--- src/core/issue_sched_defs.vh ---
`ifndef ISSUE_SCHED_DEFS_VH
`define ISSUE_SCHED_DEFS_VH
// operation classes on the decode port
`define OP_ALU      3'h0
`define OP_ALUX     3'h1
`define OP_MUL      3'h2
`define OP_LOAD     3'h3
`define OP_STORE    3'h4
`define OP_LIMM     3'h5
// multiply expands into this many x operations
`define MUL_PARTS   2'h3
// y operand wait above this many cycles bumps to x
`define BUMP_WAIT   2'h1
// load data latency, address to result
`define LOAD_LAT    2'h2
// slots presented per cycle
`define SLOTS       6
`endif

--- src/core/dual_pipe_issue_scheduler.v ---
// Behaviour
// - multiply busy: register ops only to Y
// - multiply: two decode cycles, three x parts
// - one load issued per cycle
// - shifts only X, wait for multiply
// - load-immediate uses no unit, result ready
// - y op waiting over one cycle rehomed X
// - next ready op takes Y behind bumped
// - one operation per Y per cycle
// - stages decode, issue, fetch, execute in order
// - up to six operations per cycle
// - load result with execute two, one clock after execute one
// - dependent load repeats operand fetch
`timescale 1ns/100ps
`include "issue_sched_defs.vh"
module dual_pipe_issue_scheduler #(
    parameter SLOTS = `SLOTS
) (
    input  wire                 clk,
    input  wire                 srst,
    input  wire [SLOTS-1:0]     opValid,
    input  wire [3*SLOTS-1:0]   opClass,
    input  wire [2*SLOTS-1:0]   opWait,
    input  wire [SLOTS-1:0]     opDepLoad,
    output reg  [SLOTS-1:0]     opTaken,
    output reg                  decodeHold,
    output reg                  xIssue,
    output reg  [2:0]           xSlot,
    output reg  [1:0]           xMulPart,
    output reg                  yIssue,
    output reg  [2:0]           ySlot,
    output reg                  loadIssue,
    output reg  [2:0]           loadSlot,
    output reg                  storeIssue,
    output reg  [2:0]           storeSlot,
    output reg  [SLOTS-1:0]     limmDone,
    output reg                  yBump,
    output reg                  xFetch,
    output reg                  xExecOne,
    output reg                  xExecTwo,
    output reg                  yFetch,
    output reg                  yExecOne,
    output reg                  loadFetch,
    output reg                  loadExecOne,
    output reg                  loadExecTwo,
    output reg                  loadResult,
    output reg                  storeFetch,
    output reg                  storeExecOne,
    output reg                  storeExecTwo
);
    localparam MS_IDLE = 3'h1;
    localparam MS_DEC2 = 3'h2;
    localparam MS_RUN  = 3'h4;

    reg  [2:0]       mulState_q;
    reg  [1:0]       mulLeft_q;
    reg  [2:0]       mulSlot_q;
    reg              loadRep_q;
    reg              bumpGo;
    reg              xNew;
    reg  [1:0]       bumpWait_q;
    reg              yFetch_q;
    reg  [1:0]       yWait_q;
    reg              loadFetch_q;
    reg              loadDep_q;
    reg              lastLoadBusy_q;
    reg  [SLOTS-1:0] taken_d;
    reg              xUsed;
    reg              yUsed;
    reg              lUsed;
    reg              sUsed;
    reg  [2:0]       cls;
    reg  [1:0]       wt;
    reg  [2:0]       xSlot_d;
    reg  [2:0]       ySlot_d;
    reg  [2:0]       lSlot_d;
    reg  [2:0]       sSlot_d;
    reg              mulStart;
    reg              bumpNow;
    reg              loadStall;
    wire             mulBusy;
    integer          i;

    assign mulBusy = (mulState_q != MS_IDLE);

    // scan in program order: lowest slot is oldest
    always @* begin
        taken_d   = {SLOTS{1'b0}};
        // pending bumped ops reserve x; they wait out multiply parts
        bumpGo    = (bumpWait_q != 2'h0) & (mulState_q != MS_RUN);
        xUsed     = mulBusy | (bumpWait_q != 2'h0);
        xNew      = 1'b0;
        cls       = 3'h0;
        wt        = 2'h0;
        yUsed     = 1'b0;
        lUsed     = 1'b0;
        sUsed     = 1'b0;
        xSlot_d   = 3'h0;
        ySlot_d   = 3'h0;
        lSlot_d   = 3'h0;
        sSlot_d   = 3'h0;
        mulStart  = 1'b0;
        loadStall = loadFetch_q & loadDep_q & lastLoadBusy_q;
        for (i = 0; i < SLOTS; i = i + 1) begin
            cls = opClass[3*i +: 3];
            wt  = opWait[2*i +: 2];
            if (opValid[i]) begin
                case (cls)
                    `OP_LIMM: begin
                        taken_d[i] = 1'b1;
                    end
                    `OP_MUL, `OP_ALUX: begin
                        if (!xUsed) begin
                            xUsed      = 1'b1;
                            taken_d[i] = 1'b1;
                            xSlot_d    = i[2:0];
                            xNew       = 1'b1;
                            mulStart   = (cls == `OP_MUL);
                        end
                    end
                    `OP_ALU: begin
                        if (!yUsed) begin
                            yUsed      = 1'b1;
                            taken_d[i] = 1'b1;
                            ySlot_d    = i[2:0];
                        end else if (!xUsed && wt <= `BUMP_WAIT) begin
                            xUsed      = 1'b1;
                            xNew       = 1'b1;
                            taken_d[i] = 1'b1;
                            xSlot_d    = i[2:0];
                        end
                    end
                    `OP_LOAD: begin
                        if (!lUsed && !loadStall) begin
                            lUsed      = 1'b1;
                            taken_d[i] = 1'b1;
                            lSlot_d    = i[2:0];
                        end
                    end
                    `OP_STORE: begin
                        if (!sUsed) begin
                            sUsed      = 1'b1;
                            taken_d[i] = 1'b1;
                            sSlot_d    = i[2:0];
                        end
                    end
                    default: begin
                        taken_d[i] = 1'b0;
                    end
                endcase
            end
        end
        // in-order: nothing taken behind an untaken op
        for (i = 1; i < SLOTS; i = i + 1) begin
            if (opValid[i-1] && !taken_d[i-1]) begin
                taken_d[i] = 1'b0;
            end
        end
        // a grant masked by the in-order pass is no issue
        xNew     = xNew & taken_d[xSlot_d];
        mulStart = mulStart & taken_d[xSlot_d];
        yUsed    = yUsed & taken_d[ySlot_d];
        lUsed    = lUsed & taken_d[lSlot_d];
        sUsed    = sUsed & taken_d[sSlot_d];
        bumpNow = yFetch_q & (yWait_q > `BUMP_WAIT);
    end

    always @(posedge clk) begin
        if (srst) begin
            mulState_q     <= MS_IDLE;
            mulLeft_q      <= 2'h0;
            mulSlot_q      <= 3'h0;
            loadRep_q      <= 1'b0;
            bumpWait_q     <= 2'h0;
            yFetch_q       <= 1'b0;
            yWait_q        <= 2'h0;
            loadFetch_q    <= 1'b0;
            loadDep_q      <= 1'b0;
            lastLoadBusy_q <= 1'b0;
            opTaken        <= {SLOTS{1'b0}};
            decodeHold     <= 1'b0;
            xIssue         <= 1'b0;
            xSlot          <= 3'h0;
            xMulPart       <= 2'h0;
            yIssue         <= 1'b0;
            ySlot          <= 3'h0;
            loadIssue      <= 1'b0;
            loadSlot       <= 3'h0;
            storeIssue     <= 1'b0;
            storeSlot      <= 3'h0;
            limmDone       <= {SLOTS{1'b0}};
            yBump          <= 1'b0;
            xFetch         <= 1'b0;
            xExecOne       <= 1'b0;
            xExecTwo       <= 1'b0;
            yFetch         <= 1'b0;
            yExecOne       <= 1'b0;
            loadFetch      <= 1'b0;
            loadExecOne    <= 1'b0;
            loadExecTwo    <= 1'b0;
            loadResult     <= 1'b0;
            storeFetch     <= 1'b0;
            storeExecOne   <= 1'b0;
            storeExecTwo   <= 1'b0;
        end else begin
            decodeHold <= 1'b0;
            xMulPart   <= 2'h0;
            case (mulState_q)
                MS_IDLE: begin
                    if (mulStart) begin
                        mulState_q <= MS_DEC2;
                        mulSlot_q  <= xSlot_d;
                        decodeHold <= 1'b1;
                    end
                end
                MS_DEC2: begin
                    mulState_q <= MS_RUN;
                    mulLeft_q  <= `MUL_PARTS;
                end
                MS_RUN: begin
                    xMulPart  <= `MUL_PARTS - mulLeft_q + 2'h1;
                    mulLeft_q <= mulLeft_q - 2'h1;
                    if (mulLeft_q == 2'h1) begin
                        mulState_q <= MS_IDLE;
                    end
                end
                default: begin
                    mulState_q <= MS_IDLE;
                end
            endcase
            opTaken  <= taken_d & {SLOTS{~decodeHold}};
            for (i = 0; i < SLOTS; i = i + 1) begin
                limmDone[i] <= taken_d[i] & (opClass[3*i +: 3] == `OP_LIMM);
            end
            // bumped op re-enters X the next cycle unless multiply parts are running, Y free for followers
            bumpWait_q <= bumpWait_q + {1'b0, bumpNow} - {1'b0, bumpGo};
            // multiply issues only its three parts
            xIssue   <= (xNew & ~mulStart) | bumpGo | (mulState_q == MS_RUN);
            xSlot    <= (mulState_q == MS_RUN) ? mulSlot_q : xSlot_d;
            yIssue   <= yUsed;
            ySlot    <= ySlot_d;
            yFetch_q <= yUsed;
            yWait_q  <= yUsed ? opWait[2*ySlot_d +: 2] : 2'h0;
            yBump    <= bumpNow;
            loadIssue   <= lUsed;
            loadSlot    <= lSlot_d;
            loadFetch_q <= lUsed | loadStall;
            loadDep_q   <= loadStall | (lUsed & opDepLoad[lSlot_d]);
            lastLoadBusy_q <= loadFetch_q & ~loadStall;
            storeIssue  <= sUsed;
            storeSlot   <= sSlot_d;
            // stage chain per unit
            xFetch       <= xIssue;
            xExecOne     <= xFetch;
            xExecTwo     <= xExecOne & (xMulPart != 2'h0);
            yFetch       <= yIssue;
            yExecOne     <= yFetch & ~bumpNow;
            loadFetch    <= loadIssue | loadStall;
            loadRep_q    <= loadStall;
            loadExecOne  <= loadFetch & ~loadRep_q;
            loadExecTwo  <= loadExecOne;
            loadResult   <= loadExecOne;
            storeFetch   <= storeIssue;
            storeExecOne <= storeFetch;
            storeExecTwo <= storeExecOne;
        end
    end
endmodule

--- config.mk ---
export PLATFORM = sky130hd
export DESIGN_NAME = dual_pipe_issue_scheduler
export DESIGN_NICKNAME = d
export VERILOG_FILES = /design/src/core/dual_pipe_issue_scheduler.v
export VERILOG_INCLUDE_DIRS = /design/src /design/src/core
export SDC_FILE = /design/constraint.sdc
export NUM_CORES = 1
export LEC_CHECK = 0
export BUFFER_PORTS_ARGS = -buffer_cell sky130_fd_sc_hd__buf_4
export CAP_MARGIN = 10
export CORE_MARGIN = 2
export CORE_UTILIZATION = 30
export CTS_CLUSTER_DIAMETER = 80
export DETAILED_ROUTE_END_ITERATION = 7
export GPL_TIMING_DRIVEN = 0
export SETUP_SLACK_MARGIN = 0.5
export SYNTH_ARGS = -nofsm -noshare
export SYNTH_HDL_FRONTEND = slang
export SYNTH_SLANG_ARGS = --single-unit
--- constraint.sdc ---
create_clock -name clk -period 3.8 [get_ports clk]
set_input_delay 0.19 -clock clk [delete_from_list [all_inputs] [get_ports clk]]
set_output_delay 0.19 -clock clk [all_outputs]
set_load 0.01 [all_outputs]
== After elaboration in Yosys (flattened, before gate mapping) ==
Cells that the tools add are included.

* Register bits after elaboration: 59
* Bits in latches: 0
* RAM bits: 0
* Memory bits (read-only): 0
* Input port bits: 44
* Memories kept: 0

* $add $sub $neg: 5
* Multiply operators: 0
* Div/mod/pow operators: 0
* $lt $le $gt $ge: 10
* Equality and inequality tests: 38
* Shift-type cells: 1
* Multiplexer cells: 234
* Bitwise gates (word level): 36
* Reductions and logical operators: 52

{| class="wikitable"
|+ Operators by type and width
! cell !! count
|-
| $mux W3 || 55
|-
| $mux W1 || 152
|-
| $eq A3 B2 Y1 const B || 13
|-
| $eq A3 B3 Y1 const B || 13
|-
| $pmux W1 S5 || 5
|-
| $pmux W3 S2 || 4
|-
| $and A1 B1 Y1 || 21
|-
| $eq A3 B1 Y1 const B || 7
|-
| $pmux W1 S2 || 10
|-
| $logic_not A3 Y1 || 6
|-
| $reduce_or A2 Y1 || 9
|-
| $logic_not A1 Y1 || 16
|-
| $lt A3 B4 Y1 const B || 4
|-
| $bmux W1 S3 || 5
|-
| $logic_and A1 B1 Y1 || 15
|-
| $shiftx A12 B5 Y2 || 1
|-
| $le A2 B1 Y1 const B || 5
|-
| $pmux W3 S3 || 1
|-
| $not A1 Y1 || 8
|-
| $and A6 B6 Y6 || 1
|-
| $or A1 B1 Y1 || 6
|-
| $reduce_bool A2 Y1 || 3
|-
| $ne A2 B2 Y1 const B || 2
|-
| $pmux W2 S2 || 1
|-
| other kinds (12) || 13
|}

== Depth between registers and ports, before layout ==
* Depth after elaboration: 42
* Depth in mapped cells: 10

== Worst setup path before layout ==
OpenSTA, ideal clock, no wires.

* Path kind: register to register
* Start: register mulState_q[1]
* End: register storeIssue
* Library setup time: 0.088 ns
* Arrival: 2.820 ns
* Setup slack: 0.892 ns
* Cell stages (with the launch flop): 10
* Path buffers: 1
* Clock period less this slack: 2.908 ns
* Path through: dfxtp_1 > buf_6 > or4b_4 > a211o_1 > o32a_2 > a311oi_4 > nand2_2 > a21o_1 > mux4_2 > o32ai_2

* Word-level cells in the longest chain between the ends: 38
* Elaborated cells between the ends (all ways): 76
* Those cells by class: eq/ne (1); mux (53); bitwise (2); reduce/logical (20)

{| class="wikitable"
|+ Ends and longest elaborated chain
! element !! line !! text
|-
| from (decl) || dual_pipe_issue_scheduler.v:55 || <nowiki>reg [2:0] mulState_q;</nowiki>
|-
| from (signal assigned) || dual_pipe_issue_scheduler.v:170 || <nowiki>mulState_q <= MS_IDLE;</nowiki>
|-
| from (signal assigned) || dual_pipe_issue_scheduler.v:211 || <nowiki>mulState_q <= MS_DEC2;</nowiki>
|-
| from (signal assigned) || dual_pipe_issue_scheduler.v:217 || <nowiki>mulState_q <= MS_RUN;</nowiki>
|-
| $ne A3 B1 Y1 * || dual_pipe_issue_scheduler.v:84 || <nowiki>assign mulBusy = (mulState_q != MS_IDLE);</nowiki>
|-
| $or A1 B1 Y1 * || dual_pipe_issue_scheduler.v:91 || <nowiki>xUsed = mulBusy | (bumpWait_q != 2'h0);</nowiki>
|-
| $mux W1 || n/a ||
|-
| $mux W1 || dual_pipe_issue_scheduler.v:107 || <nowiki>if (opValid[i]) begin</nowiki>
|-
| $logic_not A1 Y1 || dual_pipe_issue_scheduler.v:126 || <nowiki>end else if (!xUsed && wt <= `BUMP_WAIT) begin</nowiki>
|-
| $logic_and A1 B1 Y1 (no source line) || n/a ||
|-
| $mux W1 || dual_pipe_issue_scheduler.v:126 ||
|-
| $mux W1 || dual_pipe_issue_scheduler.v:122 || <nowiki>if (!yUsed) begin</nowiki>
|-
| [... 22 more ...] || n/a ||
|-
| $mux W1 || dual_pipe_issue_scheduler.v:126 ||
|-
| $mux W1 || dual_pipe_issue_scheduler.v:122 ||
|-
| $pmux W1 S5 || dual_pipe_issue_scheduler.v:108 || <nowiki>case (cls)</nowiki>
|-
| $mux W1 || dual_pipe_issue_scheduler.v:107 ||
|-
| $mux W1 || dual_pipe_issue_scheduler.v:155 || <nowiki>if (opValid[i-1] && !taken_d[i-1]) begin</nowiki>
|-
| $bmux W1 S3 * || dual_pipe_issue_scheduler.v:164 || <nowiki>sUsed = sUsed & taken_d[sSlot_d];</nowiki>
|-
| $mux W1 (implied by the code) * || dual_pipe_issue_scheduler.v:164 ||
|-
| $and A1 B1 Y1 * || dual_pipe_issue_scheduler.v:164 ||
|-
| to (signal assigned) || dual_pipe_issue_scheduler.v:250 || <nowiki>storeIssue <= sUsed;</nowiki>
|-
| to (decl) || dual_pipe_issue_scheduler.v:34 || <nowiki>output reg storeIssue,</nowiki>
|}

Every way passes the cells marked *; elsewhere a longest branch is shown, timed or not. The select of a mux whose other input is x is not followed.
A chain may end at the register's enable or synchronous reset.

== Worst setup path in the final report ==
Same ends and word-level chain as after synthesis.

==> impl_metrics.env <==
export IMPL_outcome="finished, final reports clean"
export IMPL_drt_iter0_drc=205
export IMPL_fmax_ghz=0.316
export IMPL_dpl_hpwl_um=8610
export IMPL_worst_pin_slew_ps=1030
export IMPL_min_path_type="in2reg"
export IMPL_critPathTopFamily="compound AO/OA/AOI/OAI gates"
export IMPL_synthXorXnorAreaFrac=0.0180
export IMPL_post_route_cell_area_um2=4450
export IMPL_num_rows=38
export IMPL_synth_compound_area_frac=0.226
export IMPL_routedWlPerCell_um=17.1
export IMPL_critical_path_class="reg2reg"
export IMPL_p_leak_nw=1.85
export IMPL_total_power_mw=1.97
export IMPL_grtUsageTotal=0.178
export IMPL_fp_dieArea_um2=12200
export IMPL_crit_fanout=8
export IMPL_slew_headroom=0.302
export IMPL_synth_nets=461
export IMPL_gr_usage_met3=0.0401
export IMPL_min_from="opClass[12]"
export IMPL_viasPerCell=5.28
export IMPL_via_count=3413
export IMPL_period_share=0.832
export IMPL_wl_um=11000
export IMPL_clock_skew_ps=13.7
export IMPL_slowest_delay_ps=580
export IMPL_ys_flop_type="dfxtp_1"
export IMPL_critical_path_buf_inv_count=1
export IMPL_worst_r2r_endpoint="storeIssue"
export IMPL_die_w_um=111
export IMPL_whs_path_depth=3
export IMPL_cp_arrival_ps=3410
export IMPL_clockBufferDepth=2
export IMPL_maxSlewViolCount=0
export IMPL_core_um2=10900
export IMPL_first_global_vias=3190
export IMPL_postLayoutCoreUtil=0.407
export IMPL_crit_path_end_kind="register"
export IMPL_cts_root_buf="clkbuf_16"
export IMPL_syn_cell_area_um2=3410
export IMPL_post_route_drc_count=0
export IMPL_antenna_found_initial=0
export IMPL_ant_nets=0
export IMPL_yosysSeqAreaShare=0.341
export IMPL_use_met2=0.272
export IMPL_fin_setup_tns_ps=0
export IMPL_yosys_area_share_simple=0.330
export IMPL_clk_pin_slew_ps=60
export IMPL_drtPass1Iterations=4
export IMPL_regArea_um2=1160
export IMPL_rsz0062_at_grt="no"
export IMPL_grt_overflow_total=0
export IMPL_cp_cell_sequence="buf_6 -> or4b_4 -> a211o_1 -> o32a_2 -> a311oi_4 -> nand2_2 -> a21o_1 -> mux4_2 -> o32ai_2"
export IMPL_ir_worst_vdd_mv=0.291
export IMPL_port_buffer_count=75
export IMPL_syn_avg_cell_area_um2=8.23
export IMPL_grt_met1_usage=0.250
export IMPL_synth_area_mux_share=0.0283
export IMPL_top_usage_layer="met2"
export IMPL_syn2layout_area_growth_pct=30.7
export IMPL_die_h_um=111
export IMPL_multi_input_area_um2=2110
export IMPL_fin_crit_ps=3160
export IMPL_synth_top_family_by_area="simple AND/OR/NAND/NOR gates"
export IMPL_synthCells=414
export IMPL_yosys_top_cells_area="dfxtp_1 34%, nor2_1 4.6%, nand2_1 4.3%"
export IMPL_cts_max_level=3
export IMPL_finalHoldViolCount=0
export IMPL_cts_tree="built"
export IMPL_r2r_start="mulState_q[1]"
export IMPL_nets=548
export IMPL_synth_async_reset_ratio=0
export IMPL_reg2reg_depth=9
export IMPL_place_congestion=0.902
export IMPL_startpoint_type="register"
export IMPL_cpMaxStageDelayCell="or4b_4"
export IMPL_drive_gt1_frac=0.249
export IMPL_post_synth_num_cell_types=78
export IMPL_insertedDiodeCount=0
export IMPL_p_per_area_nw_per_um2=442
export IMPL_synth_edff_count=0
export IMPL_cp_required_ps=4040
export IMPL_grt_pass1_wl_um=17300
export IMPL_io_pins=88
export IMPL_min_to="limmDone[4]"
export IMPL_placed_cell_area_um2=4140
export IMPL_ys_ff_latch=58
export IMPL_fillCellCount=1149
export IMPL_cts_sinks=58
export IMPL_initial_utilization=0.311
export IMPL_yosysWarnings=0
export IMPL_synth_top_area_share=0.341
export IMPL_cts_made_buffers=9
export IMPL_clk_latency_ps=330
export IMPL_reg2reg_slack_ps=640
export IMPL_grt_start_max_net_pins=11
export IMPL_max_cap_violations=0
export IMPL_ctsHoldBuffers=0
export IMPL_setup_violations=0
export IMPL_synth_top_area_cell="dfxtp_1"
export IMPL_synth_adder_area_share=0.0110
==> what timing repair did <==
action                     in CTS  in global routing
pin swaps                       0                  2
gates cloned                    0                  0
buffers inserted                0                  1
resized for setup               1                  4
setup endpoints to repair       2                 11
==> cell usage in the layout, fill, tap and decap left out, drive strengths merged, types with 3 or more instances in the layout <==
cell type / instances
a211o: 6
a211oi: 6
a21o: 3
a21oi: 23
a31oi: 7
and2: 7
and3: 8
buf: 83
clkbuf: 28
clkinv: 3
dfxtp: 58
ha: 3
inv: 14
mux2i: 4
nand2: 40
nand2b: 10
nand3: 9
nand3b: 3
nand4: 5
nand4b: 6
nor2: 42
nor2b: 15
nor3: 15
nor3b: 4
nor4: 7
nor4b: 8
nor4bb: 5
o211ai: 5
o21ai: 13
o221a: 3
o22ai: 3
o31ai: 4
or2: 3
or4b: 5
xor2: 6
==> worst min-delay path, delay by kind of cell <==
kind	cells	cell delay, ps
simple gates	2	140
buf+inv	1	130
==> through the flow <==
step | instances | hold WS, ps | setup WS [ps]
3_5_place_dp | 629 | 385 | 403
5_1_grt | 646 | 179 | 556
3_3_place_gp | 629 | 376 | 457
6_report | 646 | 185 | 638
2_1_floorplan | 414 | 341 | 892
4_1_cts | 645 | 176 | 526
==> power breakdown <==
| group | total, mW | internal [mW] | switching (mW) |
|---|---|---|---|
| combinational | 0.554 | 0.238 | 0.316 |
| sequential | 0.674 | 0.650 | 0.0235 |
| clock | 0.737 | 0.454 | 0.283 |
| total | 1.97 | 1.34 | 0.622 |
==> routing by layer <==
layer  share of wire  wire length [um]
met1            0.48              5340
met2            0.44              4850
met3           0.065               718
met4           0.012               137
met5               0                 0
==> final cells by class <==
class	count	share of cell area
Timing Repair Buffer	76	0.128
Multi-Input combinational cell	318	0.475
Tap cell	140	0.0394
Inverter	14	0.0118
Clock inverter	5	0.00675
Clock buffer	11	0.0545
Buffer	24	0.0236
Sequential cell	58	0.261
==> cells by family after synthesis <==
kind of cell               Yosys count
muxes                                7
DFF                                 58
adders and majority gates            3
AOI/OAI and AO/OA                  102
xor gates and xnor gates             7
and+or+nand+nor                    199
buffers and inverters               38
==> flip-flops by register name, indices dropped and copies added (netlist names), 2 cells and up <==
name and count:
mulState_q 3, xSlot 3, ySlot 3, mulLeft_q 2, opTaken 6, limmDone 6
loadSlot 3, xMulPart 2, mulSlot_q 3, bumpWait_q 2, storeSlot 3
==> synthesized netlist by cell type (3+ instances only) <==
master    count
clkbuf_1     17
a211oi_1      6
nor4bb_1      5
o211ai_1      5
nand4_1       5
or2_2         3
a211o_1       5
inv_1        14
ha_1          3
and2_1        6
nor2_1       42
o21ai_0      13
dfxtp_1      58
o31ai_1       4
nand2_1      39
nor2b_1      15
a21oi_1      23
nand4b_1      6
mux2i_1       4
nor4_1        6
nand2b_1     10
nor3b_1       4
and3_1        8
xor2_1        6
nor3_1       15
buf_2         3
a31oi_1       7
nand3b_1      3
nand3_1       9
o22ai_1       3
nor4b_1       7
or4b_2        3
==> worst max-delay path by stage <==
stage,start,endpoint,slack (ps),cells after the start
2_1_floorplan,mulState_q[1],storeIssue,890,9
3_3_place_gp,opClass[4],mulSlot_q[0],460,10
3_5_place_dp,opClass[0],mulSlot_q[0],400,9
4_1_cts,mulState_q[1],loadDep_q,530,9
5_1_grt,mulState_q[1],loadDep_q,560,10
6_report,mulState_q[1],storeIssue,640,9
Power figures use the tool's default switching activity.
